--- src/fets_pkg.sv ---
package fets_pkg;
    // register byte offsets
    localparam logic [11:0] OFF_ERR_HIGH    = 12'h640;
    localparam logic [11:0] OFF_ERR_LOW     = 12'h644;
    localparam logic [11:0] OFF_BRIGHTNESS  = 12'h800;
    localparam logic [11:0] OFF_WHITE_BAL   = 12'h80C;
    localparam logic [11:0] OFF_SHUTTER     = 12'h81C;
    localparam logic [11:0] OFF_GAIN        = 12'h820;
    localparam logic [11:0] OFF_TRIGGER     = 12'h830;
    localparam logic [11:0] OFF_LIMIT_BASE  = 12'h900;
    localparam logic [11:0] OFF_STATUS      = 12'h940;

    // big-endian bit k sits at little-endian position 31-k
    localparam int          POS_ERR_BRIGHT  = 31 - 0;
    localparam int          POS_ERR_WBAL    = 31 - 3;
    localparam int          POS_ERR_SHUT    = 31 - 7;
    localparam int          POS_ERR_GAIN    = 31 - 8;
    localparam int          POS_ERR_TRIG    = 31 - 12;
    // trigger fields: mode = be bits 12..15, source = be bits 8..10
    localparam int          POS_TMODE_LO    = 31 - 15;
    localparam int          POS_TSRC_LO     = 31 - 10;
    localparam int          POS_TPOL        = 31 - 7;
    localparam int          VALUE_W         = 12;

    localparam logic [3:0]  TMODE_PROG      = 4'h0;
    localparam logic [3:0]  TMODE_LEVEL     = 4'h1;
    localparam logic [2:0]  TSRC_SOFTWARE   = 3'h7;
    localparam logic [2:0]  TSRC_EXT_MAX    = 3'h3;

    localparam logic [3:0]  TMODE_RESET     = 4'h0;
    localparam logic [2:0]  TSRC_RESET      = 3'h0;
    localparam logic        TPOL_RESET      = 1'h1;
    localparam logic [11:0] VALUE_RESET     = 12'h000;
    localparam logic [11:0] LIMIT_MIN_RESET = 12'h000;
    localparam logic [11:0] LIMIT_MAX_RESET = 12'hFFF;

    localparam int          NUM_FEAT        = 4;
    localparam logic [31:0] UNMAPPED_DATA   = 32'h0000_0000;
endpackage : fets_pkg

--- src/fets_range_check.sv ---
`timescale 1ns/1ps
module fets_range_check (
    // setting and limits
    input  wire logic [11:0] value_in,
    input  wire logic [11:0] min_in,
    input  wire logic [11:0] max_in,
    // verdict
    output logic             bad_out
);
    assign bad_out = (value_in < min_in) || (value_in > max_in);
endmodule : fets_range_check

--- src/fets_trig_check.sv ---
`timescale 1ns/1ps
module fets_trig_check (
    // trigger fields
    input  wire logic [3:0] mode_in,
    input  wire logic [2:0] source_in,
    // verdict
    output logic            bad_out
);
    wire logic src_ext  = (source_in <= fets_pkg::TSRC_EXT_MAX);
    wire logic src_soft = (source_in == fets_pkg::TSRC_SOFTWARE);
    wire logic mode_ok  = (mode_in == fets_pkg::TMODE_PROG)
                        || (mode_in == fets_pkg::TMODE_LEVEL);
    // external: both modes fine; software: programmable only
    assign bad_out = !mode_ok
                   || (src_soft && mode_in != fets_pkg::TMODE_PROG)
                   || (!src_ext && !src_soft);
endmodule : fets_trig_check

--- src/fets_regs.sv ---
`timescale 1ns/1ps
module fets_regs #(
    parameter bit COLOUR_MODEL = 1'b1
) (
    // clock and reset
    input  wire logic        clock_in,
    input  wire logic        rst_in,
    // avalon-mm slave
    input  wire logic [11:0] avs_address_in,
    input  wire logic        avs_read_in,
    input  wire logic        avs_write_in,
    input  wire logic [31:0] avs_writedata_in,
    input  wire logic [3:0]  avs_byteenable_in,
    output logic [31:0]      avs_readdata_out,
    output logic             avs_waitrequest_out,
    // applied settings toward the imaging pipeline
    output logic [11:0]      brightness_out,
    output logic [11:0]      white_bal_out,
    output logic [11:0]      shutter_out,
    output logic [11:0]      gain_out,
    output logic [3:0]       trig_mode_out,
    output logic [2:0]       trig_source_out,
    output logic             trig_polarity_out,
    output logic             level_exposure_out,
    output logic             capture_enable_out
);
    ////////////////////////////////////////////////////////////////////////
    typedef enum logic [1:0] {ST_IDLE, ST_ANSWER} fets_bus_state_t;

    fets_bus_state_t state_q;
    fets_bus_state_t state_d;

    logic [11:0] value_q [fets_pkg::NUM_FEAT];
    logic [11:0] min_q   [fets_pkg::NUM_FEAT];
    logic [11:0] max_q   [fets_pkg::NUM_FEAT];
    logic [3:0]  tmode_q;
    logic [2:0]  tsrc_q;
    logic        tpol_q;
    logic [4:0]  err_q;
    logic [31:0] rdata_q;
    logic [31:0] rdata_d;

    ////////////////////////////////////////////////////////////////////////
    // byte-lane merge of a 12-bit value held in the low bits
    function automatic logic [11:0] fets_merge12(input logic [11:0] old_v,
                                                  input logic [31:0] wd,
                                                  input logic [3:0]  be);
        logic [11:0] r;
        r = old_v;
        if (be[0]) begin
            r[7:0] = wd[7:0];
        end
        if (be[1]) begin
            r[11:8] = wd[11:8];
        end
        return r;
    endfunction : fets_merge12

    function automatic logic [31:0] fets_low12(input logic [11:0] v);
        return {20'h00000, v};
    endfunction : fets_low12

    ////////////////////////////////////////////////////////////////////////
    // one wait cycle per access: request taken in idle, answered next edge
    wire logic req      = avs_read_in | avs_write_in;
    wire logic take     = req && (state_q == ST_IDLE);
    wire logic wr_take  = take && avs_write_in;
    wire logic [11:0] a = avs_address_in;

    wire logic hit_trig = (a == fets_pkg::OFF_TRIGGER);
    wire logic [3:0] hit_feat;
    wire logic [3:0] hit_min;
    wire logic [3:0] hit_max;
    assign hit_feat[0] = (a == fets_pkg::OFF_BRIGHTNESS);
    assign hit_feat[1] = (a == fets_pkg::OFF_WHITE_BAL) && COLOUR_MODEL;
    assign hit_feat[2] = (a == fets_pkg::OFF_SHUTTER);
    assign hit_feat[3] = (a == fets_pkg::OFF_GAIN);

    genvar g;
    generate
        for (g = 0; g < fets_pkg::NUM_FEAT; g++) begin : g_lim
            assign hit_min[g] = (a == fets_pkg::OFF_LIMIT_BASE + 12'(8 * g));
            assign hit_max[g] = (a == fets_pkg::OFF_LIMIT_BASE + 12'(8 * g + 4));
        end
    endgenerate

    // trigger register write data in little-endian positions
    wire logic [3:0] wr_tmode = avs_writedata_in[fets_pkg::POS_TMODE_LO +: 4];
    wire logic [2:0] wr_tsrc  = avs_writedata_in[fets_pkg::POS_TSRC_LO +: 3];
    wire logic       wr_tpol  = avs_writedata_in[fets_pkg::POS_TPOL];
    wire logic       trig_we  = wr_take && hit_trig && avs_byteenable_in[2]
                              && avs_byteenable_in[1];

    ////////////////////////////////////////////////////////////////////////
    // candidate values after this write, used by the checkers
    logic [11:0] new_val [fets_pkg::NUM_FEAT];
    logic [3:0]  feat_we;
    logic [3:0]  feat_bad;

    generate
        for (g = 0; g < fets_pkg::NUM_FEAT; g++) begin : g_feat
            assign feat_we[g] = wr_take && hit_feat[g];
            assign new_val[g] = fets_merge12(value_q[g], avs_writedata_in,
                                             avs_byteenable_in);
            fets_range_check u_chk (
                .value_in (new_val[g]),
                .min_in   (min_q[g]),
                .max_in   (max_q[g]),
                .bad_out  (feat_bad[g])
            );
        end
    endgenerate

    logic trig_bad;
    fets_trig_check u_trig_chk (
        .mode_in   (wr_tmode),
        .source_in (wr_tsrc),
        .bad_out   (trig_bad)
    );

    ////////////////////////////////////////////////////////////////////////
    // error high word, big-endian bit numbering
    wire logic [31:0] err_word;
    assign err_word = (32'(err_q[0]) << fets_pkg::POS_ERR_BRIGHT)
                    | (32'(err_q[1] & COLOUR_MODEL) << fets_pkg::POS_ERR_WBAL)
                    | (32'(err_q[2]) << fets_pkg::POS_ERR_SHUT)
                    | (32'(err_q[3]) << fets_pkg::POS_ERR_GAIN)
                    | (32'(err_q[4]) << fets_pkg::POS_ERR_TRIG);

    // unused trigger bits 0..15, 20 and 25..31 read zero
    wire logic [31:0] trig_word;
    assign trig_word = (32'(tpol_q) << fets_pkg::POS_TPOL)
                     | (32'(tsrc_q) << fets_pkg::POS_TSRC_LO)
                     | (32'(tmode_q) << fets_pkg::POS_TMODE_LO);

    wire logic [31:0] status_word;
    assign status_word = {27'h0000000, |err_q, level_exposure_out,
                          capture_enable_out, COLOUR_MODEL, 1'b1};

    always_comb begin
        rdata_d = fets_pkg::UNMAPPED_DATA;
        if (a == fets_pkg::OFF_ERR_HIGH) begin
            rdata_d = err_word;
        end else if (a == fets_pkg::OFF_ERR_LOW) begin
            rdata_d = 32'h0000_0000;
        end else if (hit_trig) begin
            rdata_d = trig_word;
        end else if (a == fets_pkg::OFF_STATUS) begin
            rdata_d = status_word;
        end
        for (int i = 0; i < fets_pkg::NUM_FEAT; i++) begin
            if (hit_feat[i]) begin
                rdata_d = fets_low12(value_q[i]);
            end
            if (hit_min[i]) begin
                rdata_d = fets_low12(min_q[i]);
            end
            if (hit_max[i]) begin
                rdata_d = fets_low12(max_q[i]);
            end
        end
    end

    always_comb begin
        state_d = state_q;
        unique case (state_q)
            ST_IDLE: begin
                if (req) begin
                    state_d = ST_ANSWER;
                end
            end
            ST_ANSWER: begin
                state_d = ST_IDLE;
            end
            default: begin
                state_d = ST_IDLE;
            end
        endcase
    end

    assign avs_waitrequest_out = !(state_q == ST_ANSWER);

    ////////////////////////////////////////////////////////////////////////
    always_ff @(posedge clock_in) begin
        if (rst_in) begin
            state_q <= ST_IDLE;
            rdata_q <= 32'h0000_0000;
        end else begin
            state_q <= state_d;
            if (take && avs_read_in) begin
                rdata_q <= rdata_d;
            end
        end
    end

    assign avs_readdata_out = rdata_q;

    // settings are stored even when out of range: capture runs on
    always_ff @(posedge clock_in) begin
        if (rst_in) begin
            for (int i = 0; i < fets_pkg::NUM_FEAT; i++) begin
                value_q[i] <= fets_pkg::VALUE_RESET;
                min_q[i]   <= fets_pkg::LIMIT_MIN_RESET;
                max_q[i]   <= fets_pkg::LIMIT_MAX_RESET;
            end
        end else begin
            for (int i = 0; i < fets_pkg::NUM_FEAT; i++) begin
                if (feat_we[i]) begin
                    value_q[i] <= new_val[i];
                end
                if (wr_take && hit_min[i]) begin
                    min_q[i] <= fets_merge12(min_q[i], avs_writedata_in,
                                             avs_byteenable_in);
                end
                if (wr_take && hit_max[i]) begin
                    max_q[i] <= fets_merge12(max_q[i], avs_writedata_in,
                                             avs_byteenable_in);
                end
            end
        end
    end

    // flags move only on writes to their own control register
    always_ff @(posedge clock_in) begin
        if (rst_in) begin
            err_q <= 5'h00;
        end else begin
            for (int i = 0; i < fets_pkg::NUM_FEAT; i++) begin
                if (feat_we[i]) begin
                    err_q[i] <= feat_bad[i];
                end
            end
            if (trig_we) begin
                err_q[4] <= trig_bad;
            end
        end
    end

    // writes to the error words fall through: read-only
    always_ff @(posedge clock_in) begin
        if (rst_in) begin
            tmode_q <= fets_pkg::TMODE_RESET;
            tsrc_q  <= fets_pkg::TSRC_RESET;
            tpol_q  <= fets_pkg::TPOL_RESET;
        end else if (trig_we) begin
            tmode_q <= wr_tmode;
            tsrc_q  <= wr_tsrc;
            tpol_q  <= wr_tpol;
        end
    end

    ////////////////////////////////////////////////////////////////////////
    assign brightness_out     = value_q[0];
    assign white_bal_out      = value_q[1];
    assign shutter_out        = value_q[2];
    assign gain_out           = value_q[3];
    assign trig_mode_out      = tmode_q;
    assign trig_source_out    = tsrc_q;
    assign trig_polarity_out  = tpol_q;
    assign level_exposure_out = (tmode_q == fets_pkg::TMODE_LEVEL);
    assign capture_enable_out = 1'b1;
endmodule : fets_regs

--- config.mk ---
export PLATFORM = sky130hd
export DESIGN_NAME = fets_regs
export DESIGN_NICKNAME = d
export VERILOG_FILES = /design/src/fets_pkg.sv /design/src/fets_range_check.sv /design/src/fets_trig_check.sv /design/src/fets_regs.sv
export SDC_FILE = /design/constraint.sdc
export NUM_CORES = 1
export LEC_CHECK = 0
export BUFFER_PORTS_ARGS = -buffer_cell sky130_fd_sc_hd__clkbuf_2
export CAP_MARGIN = 20
export CORE_MARGIN = 10
export CORE_UTILIZATION = 35
export DETAILED_ROUTE_END_ITERATION = 10
export GPL_TIMING_DRIVEN = 0
export PLACE_DENSITY_LB_ADDON = 0.15
export SYNTH_ARGS = -nofsm -noshare
export SYNTH_HDL_FRONTEND = slang
export SYNTH_SLANG_ARGS = --single-unit
--- constraint.sdc ---
create_clock -name clock_in -period 2.6 [get_ports clock_in]
set_input_delay 0.52 -clock clock_in [delete_from_list [all_inputs] [get_ports clock_in]]
set_output_delay 0.52 -clock clock_in [all_outputs]
set_load 0.02 [all_outputs]
==> impl_metrics.ini <==
[worst_setup_path]
startpoint_type = input port
critPathMaxFanout = 11
cp_data_arrival_time_ns = 2.89
required_ns = 2.92
path_class = input port to register
crit_path_end_kind = register

[clock_network]
clockBufferDepth = 2
cts-root-buf = clkbuf_16
cts_tree = built
path_clk_slew_ns = 0.08
cts_buffers = 17
clock_latency_ns = 0.45
cts_max_level = 4
cts_sinks = 180

[grt]
antenna_found_initial = 5
met3_usage_pct = 5.11
met1_usage_pct = 31.7
grt_overflow = 0
grt_start_max_net_pins = 18
first_global_vias = 10029
grt_pass1_wl_mm = 69.0
top_usage_layer = met2
grtUsageTotal_pct = 23.1
use_met2_pct = 33.6

[timing]
clock_skew_ns = 0.0139
setup_viol = 0
min_period_ns = 2.57
slew_violations = 0
finalHoldViolCount = 0
fmax_mhz = 389
period_share_pct = 98.8
relSlewSlack_pct = 32.3
tightestPinTransition_ns = 1.01
fin_setup_tns_ns = 0
rsz0062_at_grt = yes

[synthesis]
avgSynthCellArea_sq_um = 9.57
synthCells = 1190
synthesis.area_sq_um = 11400
ys_types = 71
ys_seq_area_share_pct = 44.3
synth-edff-count = 144
synthArstFlopShare_pct = 0
yosysWarningCount = 0
ys_ff_latch = 180
ys.flop_type = edfxtp_1

[placement]
routabilityCongestion = 1.01
portBuffers = 115
dp_hpwl_mm = 36.9

[drt]
first_iter_violations = 1253
totalWireLength_mm = 47.5
ant_nets = 0
wl_per_cell_um = 26.7
dr_total_vias = 10225
drc = 0
dr.pass1.iters = 6
via_per_inst = 5.75

[cells_and_area]
final_cell_mix = edfxtp_1 (144), inv_1 (143), clkbuf_2 (126)
multi_input_area_sq_um = 5670
antennaDiodeCount = 0
layout-drive-gt1-share_pct = 21.0
syn2layout_area_growth_pct = 17.2
nFillCells = 3235
ff_latch_area_sq_um = 5040
nNetsFinal = 1475
mostFrequentLayoutCell = edfxtp_1

[power]
power_mw = 6.76
power.switching_mw = 1.98
cell_internal_pwr_mw = 4.77
power.density_nw_per_um2 = 507
switching_share_pct = 29.3
ir_drop_v = 0.000453
power_leakage_nw = 5.82
pwr-share-comb_pct = 13.3
clock_power_share_pct = 39.0
p_seq_share_pct = 47.7

[die]
initial_core_util_pct = 35.8
num_rows = 65
die_x_um = 200
core_sq_um = 31800
chipHeight_um = 200
dieArea_sq_um = 40100
io_pins = 143

[outcome]
status = completed

[worst_hold_path]
hold_class = input port to register

[job]
drv_cap = 0
==> layout make-up <==
| cell class | count | area share, % |
|---|---|---|
| multi-input combinational | 797 | 42.5 |
| sequential | 180 | 37.8 |
| timing repair buffer | 118 | 4.48 |
| tap | 435 | 4.08 |
| inverter | 143 | 4.02 |
| clock buffer | 18 | 3.22 |
| buffer | 74 | 2.81 |
| clock inverter | 14 | 1.08 |
==> power groups by stage <==
stage / clock (mW) / sequential, mW / combinational [mW]
after global placement: 0 / 3.28 / 0.838
after detailed placement: 0 / 3.28 / 0.843
after floorplan: 0 / 3.29 / 0.450
after CTS: 2.63 / 3.22 / 0.867
after global routing: 2.75 / 3.23 / 0.974
final: 2.64 / 3.22 / 0.899
==> metrics by stage <==
stage | hold WS, ns | setup WS, ns | utilization, % | instances | cell area, sq um
after floorplan | 0.445 | 0.0148 | - | 1199 | 11400
after global placement | 0.443 | -1.21 | 39.4 | 1749 | 12500
after detailed placement | 0.445 | -1.23 | 39.5 | 1750 | 12600
after CTS | 0.270 | -0.0133 | 41.7 | 1781 | 13300
after global routing | 0.296 | -0.0580 | 41.9 | 1779 | 13300
final | 0.280 | 0.0310 | 41.9 | 1779 | 13300
==> sequential cells by signal, summed over array words and instances, names as in the netlist <==
signal,flops
max_q,48
min_q,48
value_q,48
avs_readdata_out,22
err_q,5
trig_mode_out,4
trig_source_out,3
state_q,1
trig_polarity_out,1
==> synth_stat cells (11+ instances only) <==
master	count	area, sq um
o22ai_1	13	81.3
a221oi_1	14	123
mux2i_1	22	220
nand2_1	57	214
or3_1	13	81.3
a211oi_1	15	113
a22oi_1	13	97.6
o21ai_0	103	515
nor2b_1	32	200
clkbuf_1	56	210
and2_1	14	87.6
nand3_1	19	95.1
a21o_1	20	150
nor2_1	53	199
a21oi_1	53	265
nand4_1	16	100
inv_1	143	537
edfxtp_1	144	4320
buf_4	11	82.6
or2_2	36	225
and3_1	63	394
ha_1	92	1150
nor3_1	16	80.1
dfxtp_1	36	721
==> per-layer routing <==
layer,wire (um),up-vias
li1,-,4616
met1,20700,4920
met2,19900,580
met3,4500,107
met4,2400,2
met5,7,-
==> final timing paths <==
path	from	end	slack, ns	cells past startpoint
setup / recovery	avs_byteenable_in[0]	err_q[3]	0.03	8
setup reg to reg	state_q[0]	trig_mode_out[1]	0.19	7
hold / removal	avs_writedata_in[24]	trig_polarity_out	0.28	2
hold reg to reg	avs_readdata_out[19]	avs_readdata_out[19]	0.46	2
==> worst max-delay path, cell delays in order <==
cell	delay [ns]
clkbuf_4	0.27
buf_2	0.43
o21ai_1	0.29
ha_1	0.35
nand4_1	0.13
or4_1	0.54
a32oi_1	0.23
o22ai_1	0.11
==> timing repair <==
item / in CTS / in global routing
gates resized for setup: 53 / 43
setup buffers: 2 / 0
hold buffers: 0 / 0
pin swaps: 1 / 2
setup endpoints to repair: 264 / 103
==> kinds of logic after synthesis <==
logic type | share of synthesized area (%)
and+or+nand+nor | 17.8
AOI/OAI and AO/OA | 17.7
buffers and inverters | 7.97
DFF | 44.3
adders and majority gates | 10.1
muxes | 1.93
other | 0.0660
xor gates and xnor gates | 0.0769
No activity file was read; power rests on OpenSTA's default activity.
